<file path="src/admc_pkg.sv">
// constants and field layout of the audio converter mode control block
// How it works
// host shifts 16-bit words then pulses latch
// msb first, sampled on rising program clock
// address 10 mute/format, 11 interface config
// mute bit ramps output down to silence
// bit 1 turns de-emphasis on or off
// operation disable forces bipolar zero always
// enabled: convert data, zeros per detector
// 65536 zero bit clocks force bipolar zero
// detector off means no automatic muting
// forced bipolar zero disconnects the modulator
// reset pin low forces zero, ignores port
// word length 16, 20 or 24 bits
// per channel route mute, right, left, average
// lower bit is the pair code msb
// format bit selects right-justified or i2s
// polarity bit swaps word clock channel meaning
// attenuator link uses left value for both
// rate group 44.1, 48 or 32 kHz
// bit 8 enables zero detect, 5-3 reserved
// latency is a fixed 11.125 sample periods
// eight times interpolation, 48 or 64 fs
// third order shaper, five level quantizer
// defined defaults after reset
package admc_pkg;
  // ****************************************
  // control word layout
  // ****************************************
  localparam int CW_BITS = 16;
  localparam int ADDR_HI_POS = 10;
  localparam int ADDR_LO_POS = 9;
  localparam logic [1:0] ADDR_MFC = 2'h2;
  localparam logic [1:0] ADDR_IFC = 2'h3;
  localparam int REG_W = 9;
  // ****************************************
  // field positions
  // ****************************************
  localparam int MUTE_POS = 0;
  localparam int DEEMPH_POS = 1;
  localparam int OPDIS_POS = 2;
  localparam int WL_LO_POS = 3;
  localparam int WL_HI_POS = 4;
  localparam int ROUTE_0_POS = 5;
  localparam int ROUTE_1_POS = 6;
  localparam int ROUTE_2_POS = 7;
  localparam int ROUTE_3_POS = 8;
  localparam int FMT_POS = 0;
  localparam int POL_POS = 1;
  localparam int LINK_POS = 2;
  localparam int RATE_LO_POS = 6;
  localparam int RATE_HI_POS = 7;
  localparam int ZDET_POS = 8;
  // ****************************************
  // reset values and encodings
  // ****************************************
  localparam logic [8:0] MFC_RST = 9'h120;
  localparam logic [8:0] IFC_RST = 9'h000;
  localparam logic [8:0] IFC_RSVD_MASK = 9'h038;
  // strap flops start at 384 fs so the ratio output cannot dip after reset
  localparam logic [6:0] SYNC_RST = 7'h40;
  localparam logic [1:0] WL_16 = 2'h0;
  localparam logic [1:0] WL_20 = 2'h1;
  localparam logic [1:0] WL_24 = 2'h2;
  localparam logic [1:0] RT_MUTE = 2'h0;
  localparam logic [1:0] RT_RIGHT = 2'h1;
  localparam logic [1:0] RT_LEFT = 2'h2;
  localparam logic [1:0] RT_AVG = 2'h3;
  // ****************************************
  // audio and modulator figures
  // ****************************************
  localparam int SMP_W = 24;
  localparam int ACC_W = 28;
  localparam int Q_SHIFT = 22;
  localparam logic [2:0] BPZ_CODE = 3'h2;
  localparam int ZERO_RUN_DEFAULT = 65536;
  localparam int ZCNT_W = 17;
  localparam logic [8:0] GAIN_FULL = 9'h100;
  localparam logic [6:0] OSR_384 = 7'h30;
  localparam logic [6:0] OSR_256 = 7'h40;
  localparam logic [7:0] LATENCY_EIGHTHS = 8'h59;
  localparam logic [4:0] BITCNT_MAX = 5'h1F;
endpackage : admc_pkg

</file>
<file path="src/admc_ctrl_port.sv">
// three-wire program port: shifts control words and commits them
`timescale 1ns/10ps
module admc_ctrl_port
  import admc_pkg::*;
(
  input wire logic core_clk,
  input wire logic rst,
  input wire logic enable,
  input wire logic prog_clk_s,
  input wire logic prog_data_s,
  input wire logic prog_latch_s,
  output logic word_valid,
  output logic [CW_BITS-1:0] word
);
  logic clk_prev;
  logic latch_prev;
  logic [CW_BITS-1:0] shreg;

  always_ff @(posedge core_clk or posedge rst) begin
    if (rst) begin
      clk_prev <= 1'b0;
      latch_prev <= 1'b0;
    end else begin
      clk_prev <= prog_clk_s;
      latch_prev <= prog_latch_s;
    end
  end

  // only the last sixteen bits before the latch count
  always_ff @(posedge core_clk or posedge rst) begin
    if (rst) begin
      shreg <= '0;
    end else if (!enable) begin
      shreg <= '0;
    end else if (prog_clk_s && !clk_prev) begin
      shreg <= {shreg[CW_BITS-2:0], prog_data_s};
    end
  end

  always_ff @(posedge core_clk or posedge rst) begin
    if (rst) begin
      word_valid <= 1'b0;
      word <= '0;
    end else begin
      word_valid <= enable && prog_latch_s && !latch_prev;
      if (enable && prog_latch_s && !latch_prev) begin
        word <= shreg;
      end
    end
  end
endmodule : admc_ctrl_port

</file>
<file path="src/admc_modulator.sv">
// third-order error-feedback modulator with a five-level quantizer
`timescale 1ns/10ps
module admc_modulator
  import admc_pkg::*;
(
  input wire logic core_clk,
  input wire logic rst,
  input wire logic clear,
  input wire logic [SMP_W-1:0] sample,
  output logic [2:0] code
);
  logic signed [ACC_W-1:0] e1;
  logic signed [ACC_W-1:0] e2;
  logic signed [ACC_W-1:0] e3;
  logic signed [ACC_W-1:0] u;
  logic signed [ACC_W-1:0] qfull;
  logic signed [2:0] q;
  logic signed [ACC_W-1:0] next_e;

  // loop filter gives (1 - z^-1)^3 noise shaping
  always_comb begin
    u = ACC_W'(ACC_W'($signed(sample)) + 3 * e1 - 3 * e2 + e3);
    qfull = (u + (ACC_W'(1) <<< (Q_SHIFT - 1))) >>> Q_SHIFT;
    if (qfull > 2) begin
      q = 3'sh2;
    end else if (qfull < -2) begin
      q = -3'sh2;
    end else begin
      q = qfull[2:0];
    end
    next_e = u - (ACC_W'(q) <<< Q_SHIFT);
  end

  // clear drops the shaper state so an unmute starts cleanly
  always_ff @(posedge core_clk or posedge rst) begin
    if (rst) begin
      e1 <= '0;
      e2 <= '0;
      e3 <= '0;
      code <= BPZ_CODE;
    end else if (clear) begin
      e1 <= '0;
      e2 <= '0;
      e3 <= '0;
      code <= BPZ_CODE;
    end else begin
      e1 <= next_e;
      e2 <= e1;
      e3 <= e2;
      code <= 3'(q + 3'sh2);
    end
  end
endmodule : admc_modulator

</file>
<file path="src/admc_top.sv">
// mode registers, serial audio receiver and output control
`timescale 1ns/10ps
module admc_top
  import admc_pkg::*;
#(
  parameter int ZERO_RUN_BITS = ZERO_RUN_DEFAULT
) (
  input wire logic core_clk,
  input wire logic rst,
  input wire logic reset_n_pin,
  input wire logic program_clock,
  input wire logic program_data,
  input wire logic program_latch,
  input wire logic bit_clock_in,
  input wire logic word_clock_in,
  input wire logic audio_data_in,
  input wire logic sysclk_is_384,
  output logic [2:0] dac_code_l,
  output logic [2:0] dac_code_r,
  output logic modulator_connected,
  output logic deemphasis_enable,
  output logic attenuator_link,
  output logic [1:0] rate_group,
  output logic [1:0] word_length,
  output logic [6:0] mod_oversample,
  output logic [7:0] latency_eighths
);
  // ****************************************
  // pin synchronisers
  // ****************************************
  localparam int NPIN = 7;
  logic [NPIN-1:0] pin_raw;
  logic [NPIN-1:0] sync1;
  logic [NPIN-1:0] sync2;

  assign pin_raw = {sysclk_is_384, audio_data_in, word_clock_in,
                    bit_clock_in, program_latch, program_data,
                    program_clock};

  genvar gi;
  generate
    for (gi = 0; gi < NPIN; gi++) begin : g_sync
      always_ff @(posedge core_clk or posedge rst) begin
        if (rst) begin
          sync1[gi] <= SYNC_RST[gi];
          sync2[gi] <= SYNC_RST[gi];
        end else begin
          sync1[gi] <= pin_raw[gi];
          sync2[gi] <= sync1[gi];
        end
      end
    end
  endgenerate

  logic pclk_s;
  logic pdata_s;
  logic platch_s;
  logic bck_s;
  logic wck_s;
  logic din_s;
  logic sys384_s;
  logic rst_pin_s;
  logic rst_sync1;

  assign pclk_s = sync2[0];
  assign pdata_s = sync2[1];
  assign platch_s = sync2[2];
  assign bck_s = sync2[3];
  assign wck_s = sync2[4];
  assign din_s = sync2[5];
  assign sys384_s = sync2[6];

  // device reset pin is held low until it is seen high twice
  always_ff @(posedge core_clk or posedge rst) begin
    if (rst) begin
      rst_sync1 <= 1'b0;
      rst_pin_s <= 1'b0;
    end else begin
      rst_sync1 <= reset_n_pin;
      rst_pin_s <= rst_sync1;
    end
  end

  // ****************************************
  // control port and mode registers
  // ****************************************
  logic cw_valid;
  logic [CW_BITS-1:0] cw;
  logic [REG_W-1:0] mute_format_control;
  logic [REG_W-1:0] interface_configuration;
  logic [1:0] cw_addr;

  admc_ctrl_port u_port (
    .core_clk(core_clk),
    .rst(rst),
    .enable(rst_pin_s),
    .prog_clk_s(pclk_s),
    .prog_data_s(pdata_s),
    .prog_latch_s(platch_s),
    .word_valid(cw_valid),
    .word(cw)
  );

  assign cw_addr = {cw[ADDR_HI_POS], cw[ADDR_LO_POS]};

  // attenuation addresses are taken and dropped here
  always_ff @(posedge core_clk or posedge rst) begin
    if (rst) begin
      mute_format_control <= MFC_RST;
      interface_configuration <= IFC_RST;
    end else if (!rst_pin_s) begin
      mute_format_control <= MFC_RST;
      interface_configuration <= IFC_RST;
    end else if (cw_valid) begin
      if (cw_addr == ADDR_MFC) begin
        mute_format_control <= cw[REG_W-1:0];
      end
      if (cw_addr == ADDR_IFC) begin
        interface_configuration <= cw[REG_W-1:0] & ~IFC_RSVD_MASK;
      end
    end
  end

  logic soft_mute;
  logic op_disable;
  logic fmt_i2s;
  logic wck_polarity;
  logic zero_detect_enable;
  logic [1:0] route_left;
  logic [1:0] route_right;
  logic [1:0] wl_code;

  assign soft_mute = mute_format_control[MUTE_POS];
  assign op_disable = mute_format_control[OPDIS_POS];
  assign wl_code = {mute_format_control[WL_HI_POS],
                    mute_format_control[WL_LO_POS]};
  assign route_left = {mute_format_control[ROUTE_0_POS],
                       mute_format_control[ROUTE_1_POS]};
  assign route_right = {mute_format_control[ROUTE_2_POS],
                        mute_format_control[ROUTE_3_POS]};
  assign fmt_i2s = interface_configuration[FMT_POS];
  assign wck_polarity = interface_configuration[POL_POS];
  assign zero_detect_enable = interface_configuration[ZDET_POS];

  always_ff @(posedge core_clk or posedge rst) begin
    if (rst) begin
      deemphasis_enable <= 1'b0;
      attenuator_link <= 1'b0;
      rate_group <= 2'h0;
      word_length <= WL_16;
      mod_oversample <= OSR_384;
      latency_eighths <= LATENCY_EIGHTHS;
    end else begin
      deemphasis_enable <= mute_format_control[DEEMPH_POS];
      attenuator_link <= interface_configuration[LINK_POS];
      rate_group <= {interface_configuration[RATE_HI_POS],
                     interface_configuration[RATE_LO_POS]};
      word_length <= wl_code;
      mod_oversample <= sys384_s ? OSR_384 : OSR_256;
      latency_eighths <= LATENCY_EIGHTHS;
    end
  end

  // ****************************************
  // serial audio receiver
  // ****************************************
  logic bck_prev;
  logic bck_rise;
  logic wck_last;
  logic frame_edge;
  logic [4:0] bit_cnt;
  logic [SMP_W-1:0] shreg;
  logic [4:0] wl_bits;
  logic take_bit;
  logic [SMP_W-1:0] smp_l;
  logic [SMP_W-1:0] smp_r;
  logic frame_tick;

  // reserved word length falls back to sixteen bits
  always_comb begin
    case (wl_code)
      WL_20: wl_bits = 5'h14;
      WL_24: wl_bits = 5'h18;
      default: wl_bits = 5'h10;
    endcase
  end

  // left-justify so every length uses the full scale
  function automatic logic [SMP_W-1:0] align(
    input logic [SMP_W-1:0] raw,
    input logic [1:0] wl
  );
    case (wl)
      WL_20: align = {raw[19:0], 4'h0};
      WL_24: align = raw;
      default: align = {raw[15:0], 8'h00};
    endcase
  endfunction : align

  assign bck_rise = bck_s && !bck_prev;
  assign frame_edge = bck_rise && (wck_s != wck_last);
  // i2s skips one bit after the edge, then takes the word
  assign take_bit = !fmt_i2s ||
                    (bit_cnt >= 5'h01 && bit_cnt <= wl_bits);

  always_ff @(posedge core_clk or posedge rst) begin
    if (rst) begin
      bck_prev <= 1'b0;
      wck_last <= 1'b0;
      bit_cnt <= 5'h0;
      shreg <= '0;
    end else begin
      bck_prev <= bck_s;
      if (frame_edge) begin
        wck_last <= wck_s;
        bit_cnt <= 5'h1;
        shreg <= fmt_i2s ? '0 : {shreg[SMP_W-2:0], din_s};
      end else if (bck_rise) begin
        if (bit_cnt != BITCNT_MAX) begin
          bit_cnt <= bit_cnt + 5'h1;
        end
        if (take_bit) begin
          shreg <= {shreg[SMP_W-2:0], din_s};
        end
      end
    end
  end

  // the half that just ended tells the channel
  always_ff @(posedge core_clk or posedge rst) begin
    if (rst) begin
      smp_l <= '0;
      smp_r <= '0;
      frame_tick <= 1'b0;
    end else begin
      frame_tick <= 1'b0;
      if (frame_edge) begin
        if (wck_last ^ wck_polarity) begin
          smp_l <= align(shreg, wl_code);
        end else begin
          smp_r <= align(shreg, wl_code);
          frame_tick <= 1'b1;
        end
      end
    end
  end

  // ****************************************
  // zero run detector
  // ****************************************
  logic [ZCNT_W-1:0] zcnt;
  logic zero_hit;

  always_ff @(posedge core_clk or posedge rst) begin
    if (rst) begin
      zcnt <= '0;
    end else if (bck_rise) begin
      if (din_s) begin
        zcnt <= '0;
      end else if (zcnt != ZCNT_W'(ZERO_RUN_BITS)) begin
        zcnt <= zcnt + ZCNT_W'(1);
      end
    end
  end

  assign zero_hit = (zcnt == ZCNT_W'(ZERO_RUN_BITS));

  // ****************************************
  // routing and soft mute
  // ****************************************
  logic [SMP_W-1:0] avg;
  logic [SMP_W-1:0] rout_l;
  logic [SMP_W-1:0] rout_r;
  logic [8:0] gain;

  function automatic logic [SMP_W-1:0] pick(
    input logic [1:0] sel,
    input logic [SMP_W-1:0] l,
    input logic [SMP_W-1:0] r,
    input logic [SMP_W-1:0] a
  );
    case (sel)
      RT_RIGHT: pick = r;
      RT_LEFT: pick = l;
      RT_AVG: pick = a;
      default: pick = '0;
    endcase
  endfunction : pick

  logic signed [SMP_W:0] sum_lr;
  assign sum_lr = $signed({smp_l[SMP_W-1], smp_l}) +
                  $signed({smp_r[SMP_W-1], smp_r});
  assign avg = sum_lr[SMP_W:1];
  assign rout_l = pick(route_left, smp_l, smp_r, avg);
  assign rout_r = pick(route_right, smp_l, smp_r, avg);

  // one step per frame: the ramp lasts 256 frames, no click
  always_ff @(posedge core_clk or posedge rst) begin
    if (rst) begin
      gain <= GAIN_FULL;
    end else if (frame_tick) begin
      if (soft_mute && gain != 9'h000) begin
        gain <= gain - 9'h001;
      end else if (!soft_mute && gain != GAIN_FULL) begin
        gain <= gain + 9'h001;
      end
    end
  end

  logic signed [SMP_W+9:0] prod_l;
  logic signed [SMP_W+9:0] prod_r;
  assign prod_l = $signed(rout_l) * $signed({1'b0, gain});
  assign prod_r = $signed(rout_r) * $signed({1'b0, gain});

  // ****************************************
  // bipolar zero forcing and modulators
  // ****************************************
  logic force_bpz;
  logic [2:0] code_l;
  logic [2:0] code_r;

  // detector off: zero input simply flows through the modulator
  assign force_bpz = !rst_pin_s || op_disable ||
                     (zero_detect_enable && zero_hit);

  admc_modulator u_mod_l (
    .core_clk(core_clk),
    .rst(rst),
    .clear(force_bpz),
    .sample(prod_l[SMP_W+7:8]),
    .code(code_l)
  );

  admc_modulator u_mod_r (
    .core_clk(core_clk),
    .rst(rst),
    .clear(force_bpz),
    .sample(prod_r[SMP_W+7:8]),
    .code(code_r)
  );

  always_ff @(posedge core_clk or posedge rst) begin
    if (rst) begin
      dac_code_l <= BPZ_CODE;
      dac_code_r <= BPZ_CODE;
      modulator_connected <= 1'b0;
    end else begin
      dac_code_l <= force_bpz ? BPZ_CODE : code_l;
      dac_code_r <= force_bpz ? BPZ_CODE : code_r;
      modulator_connected <= !force_bpz;
    end
  end
endmodule : admc_top

</file>
<file path="config.mk">
export PLATFORM = sky130hd
export DESIGN_NAME = admc_top
export DESIGN_NICKNAME = d
export VERILOG_FILES = /design/src/admc_pkg.sv /design/src/admc_ctrl_port.sv /design/src/admc_modulator.sv /design/src/admc_top.sv
export SDC_FILE = /design/constraint.sdc
export NUM_CORES = 2
export LEC_CHECK = 0
export ABC_AREA = 1
export BUFFER_PORTS_ARGS = -buffer_cell sky130_fd_sc_hd__buf_4
export CAP_MARGIN = 20
export CORE_MARGIN = 3
export CORE_UTILIZATION = 45
export DETAILED_ROUTE_END_ITERATION = 10
export PLACE_DENSITY_LB_ADDON = 0.05
export SLEW_MARGIN = 5
export SYNTH_ARGS = -nofsm -noshare
export SYNTH_HDL_FRONTEND = slang
export SYNTH_SLANG_ARGS = --single-unit
</file>
<file path="constraint.sdc">
create_clock -name core_clk -period 22.6 [get_ports core_clk]
set_input_delay 4.52 -clock core_clk [delete_from_list [all_inputs] [get_ports core_clk]]
set_output_delay 4.52 -clock core_clk [all_outputs]
set_load 0.005 [all_outputs]
</file>
==> metrics.csv <==
stage;metric;value;unit
yosys;synth_warnings;0;
drt;wl_met1;45.3;mm
floorplanning;design.core.area;87000;um^2
worst_setup_path;r2r_start;smp_l[4];
clocking;h-tree-depth;2;
drt;drt_wl_total;94.4;mm
outcome;status;completed;
cells_and_area;filler_cell_count;8628;
yosys;seq_area_frac_synth;22.2;%
clocking;ctsHoldBuffers;0;
sta;setup_tns;0;ps
clocking;numCtsBuffers;45;
cells_and_area;layout-area-overhead-vs-synth;7.56;%
drt;final_antenna_net_count;0;
run;maxCapViolations;0;
worst_setup_path;critical_path.startpoint;smp_l[4];
cells_and_area;diodes;0;
worst_setup_path;cpMaxStageDelayCell;a221oi_1;
clocking;cts_tree;built;
yosys;async_reset_ff_share;100;%
drt;vias;29100;
yosys;synth_edf_count;0;
clocking;cts_root_buf;clkbuf_16;
yosys;yosysTopAreaCell;fa_1;
worst_setup_path;crit_top_cell;nand2_1;
yosys;synth.cell_area;39700;um^2
drt;avgViaCountPerCell;4.92;
grt;gr-usage-all-layers;22.0;%
clocking;postCtsResizedCells;0;
worst_setup_path;cp-start-kind;register;
sta;worst_pin_slew;1260;ps
grt;grt-ovfl-total;0;
yosys;yosys_most_used_dff;dfrtp_1;
sta;skew;33.1;ps
cells_and_area;drive_gt1_share;5.25;%
grt;grt_pass1_vias;31100;
clocking;clockBufferDepth;3;
sta;relSlewSlack;15.7;%
clocking;cts_setup_buffers;0;
drt;drcViolationCount;0;
sta;hold_viol_final;0;
grt;grt_max_degree;139;
floorplanning;die_w;303;um
drt;met3_wirelength;3.78;mm
floorplanning;num_rows;108;
place;io_buffers;25;
clocking;clkSlewWorstSetupHoldPaths;60;ps
yosys;synth_seq_cells;351;
yosys;synth_top_area_share;27.8;%
worst_setup_path;end_kind;register;
grt;antenna_found_initial;0;
grt;grt_first_pass_wirelength;162;mm
yosys;syn_avg_cell_area;8.38;um^2
worst_setup_path;worstPathMaxFanout;5;
floorplanning;die_h;303;um
worst_setup_path;criticalPathCategory;register to register;
place;gp_congestion;0.873;
sta;drv_slew;0;
floorplanning;dieArea;91800;um^2
clocking;insertion_delay;590;ps
drt;drtIter0Drc;1496;
floorplanning;ios;38;
clocking;cts_sinks;351;
drt;routedWlPerCell;16.0;um
floorplanning;start_util;45.6;%
yosys;syn_inst;4732;
yosys;ys_types;64;
drt;first_pass_iters;8;
worst_hold_path;min_from;sync1[2];
yosys;synthTopCellsByArea;fa_1, dfrtp_1, inv_1;
worst_setup_path;max_stage_delay;980;ps
place;hpwl;75.1;mm
sta;worst_hold_slack;346;ps
sta;period_needed;13360;ps
worst_setup_path;worstPathRequired;23050;ps
sta;setup_viol;0;
drt;met2WireLength;43.1;mm
worst_hold_path;min_path_type;register to register;
worst_setup_path;critPathArrivalTime;13810;ps
cells_and_area;num-nets-final;5629;
sta;rsz0062_at_grt;no;
sta;fin_crit_sh;59.1;%
sta;max_freq;74.9;MHz
drt;highest_layer;met4;
final cells by class:
cell class	instances	area (um^2)	area share, %
Inverter	1181	4440	10.4
Tap cell	1155	1450	3.39
Multi-Input combinational cell	3094	26000	61.0
Sequential cell	351	8800	20.6
Clock buffer	67	1310	3.07
Clock inverter	17	275	0.645
Timing Repair Buffer	48	393	0.921
cells in the final DEF (no fill, tap or decap), types with 46 or more instances in the layout:
master      n
o22ai_1    49
o21ai_0   201
a21oi_1   195
dfrtp_1   341
ha_1      348
nor2_1    479
nand3_1   126
buf_4      46
xor2_1     54
inv_1    1160
nand2_1   755
xnor2_1    65
fa_1      550
worst max-delay path: cells and delay by family (launching register included):
| family | cells | cell delay [ps] |
|---|---|---|
| adders and majority gates | 14 | 5710 |
| and+or+nand+nor | 24 | 2720 |
| AOI/OAI and AO/OA | 11 | 2590 |
| xor gates and xnor gates | 5 | 990 |
| buffers and inverters | 9 | 810 |
| DFF | 1 | 400 |
cell usage after synthesis, types with 3 or more instances:
cell / count
clkinv_1: 3
nor3_2: 6
buf_4: 13
o21bai_1: 16
a31oi_1: 16
nand3_1: 127
o21a_1: 8
nor2_4: 6
xor2_2: 5
dfrtp_1: 341
buf_1: 10
a21oi_1: 195
ha_1: 348
o22ai_1: 49
o21bai_2: 3
mux2_2: 6
a21o_1: 20
nor3_1: 29
nand3_2: 14
o21ai_0: 201
xnor2_1: 65
nor4_1: 8
o21ai_1: 10
xor2_1: 54
nand2_1: 755
a221oi_1: 4
nor2_2: 9
nand2_2: 17
inv_2: 17
a21oi_2: 3
or2_2: 12
fa_1: 550
o21ai_2: 4
inv_1: 1161
nand3b_1: 4
nand4_1: 24
and3_1: 5
nor2_1: 481
clkbuf_1: 91
dfstp_2: 10
a21boi_0: 3
final timing paths:
kind,slack [ps],cells after the start,end
max in group asynchronous,17080,3,u_mod_r.e3[6]
max reg2reg,9240,63,u_mod_l.e1[27]
min reg2reg,350,0,platch_s
max,9240,63,u_mod_l.e1[27]
min in group asynchronous,4090,2,u_mod_l.e2[16]
min,350,0,platch_s
sequential cells by signal (all words and copies together) (netlist names), 17 cells and up:
signal      count
u_mod_l.e1     28
u_mod_l.e2     28
u_mod_l.e3     28
u_mod_r.e1     28
u_mod_r.e2     28
u_mod_r.e3     28
shreg          24
smp_l          24
smp_r          24
zcnt           17
stage by stage:
stage               area (um^2)  cells  utilization [%]  setup WS (ps)
floorplan                 39700   4742                -           8360
global placement          41100   5827             47.2           9580
detailed placement        41100   5827             47.2           9280
CTS                       42600   5911             49.0           9280
global route              42700   5913             49.0           8250
finish                    42700   5913             49.0           9240
logic make-up (layout without fill, tap and decap cells):
| group | Yosys count | in the layout | share of synthesized area (%) |
|---|---|---|---|
| AO/OA/AOI/OAI | 547 | 547 | 7.78 |
| XOR/XNOR | 125 | 125 | 2.90 |
| adder cells (fa/ha/maj) | 898 | 898 | 38.7 |
| multiplexers | 6 | 6 | 0.170 |
| flip-flops | 351 | 351 | 22.2 |
| buffers and inverters | 1297 | 1313 | 12.4 |
| AND/OR/NAND/NOR | 1506 | 1506 | 15.8 |
| other | 2 | 12 | 0.0189 |
metal layers:
| layer | vias up | GRT usage, % |
|---|---|---|
| met1 | 14300 | 31.6 |
| met3 | 108 | 2.63 |
| met2 | 436 | 35.9 |
| met4 | 0 | 5.04 |
| met5 | - | 0 |
| li1 | 14200 | - |
Power is left out: the tool's default activity adds up to more than one toggle a clock period on the data nets, which glitch-free logic cannot reach.
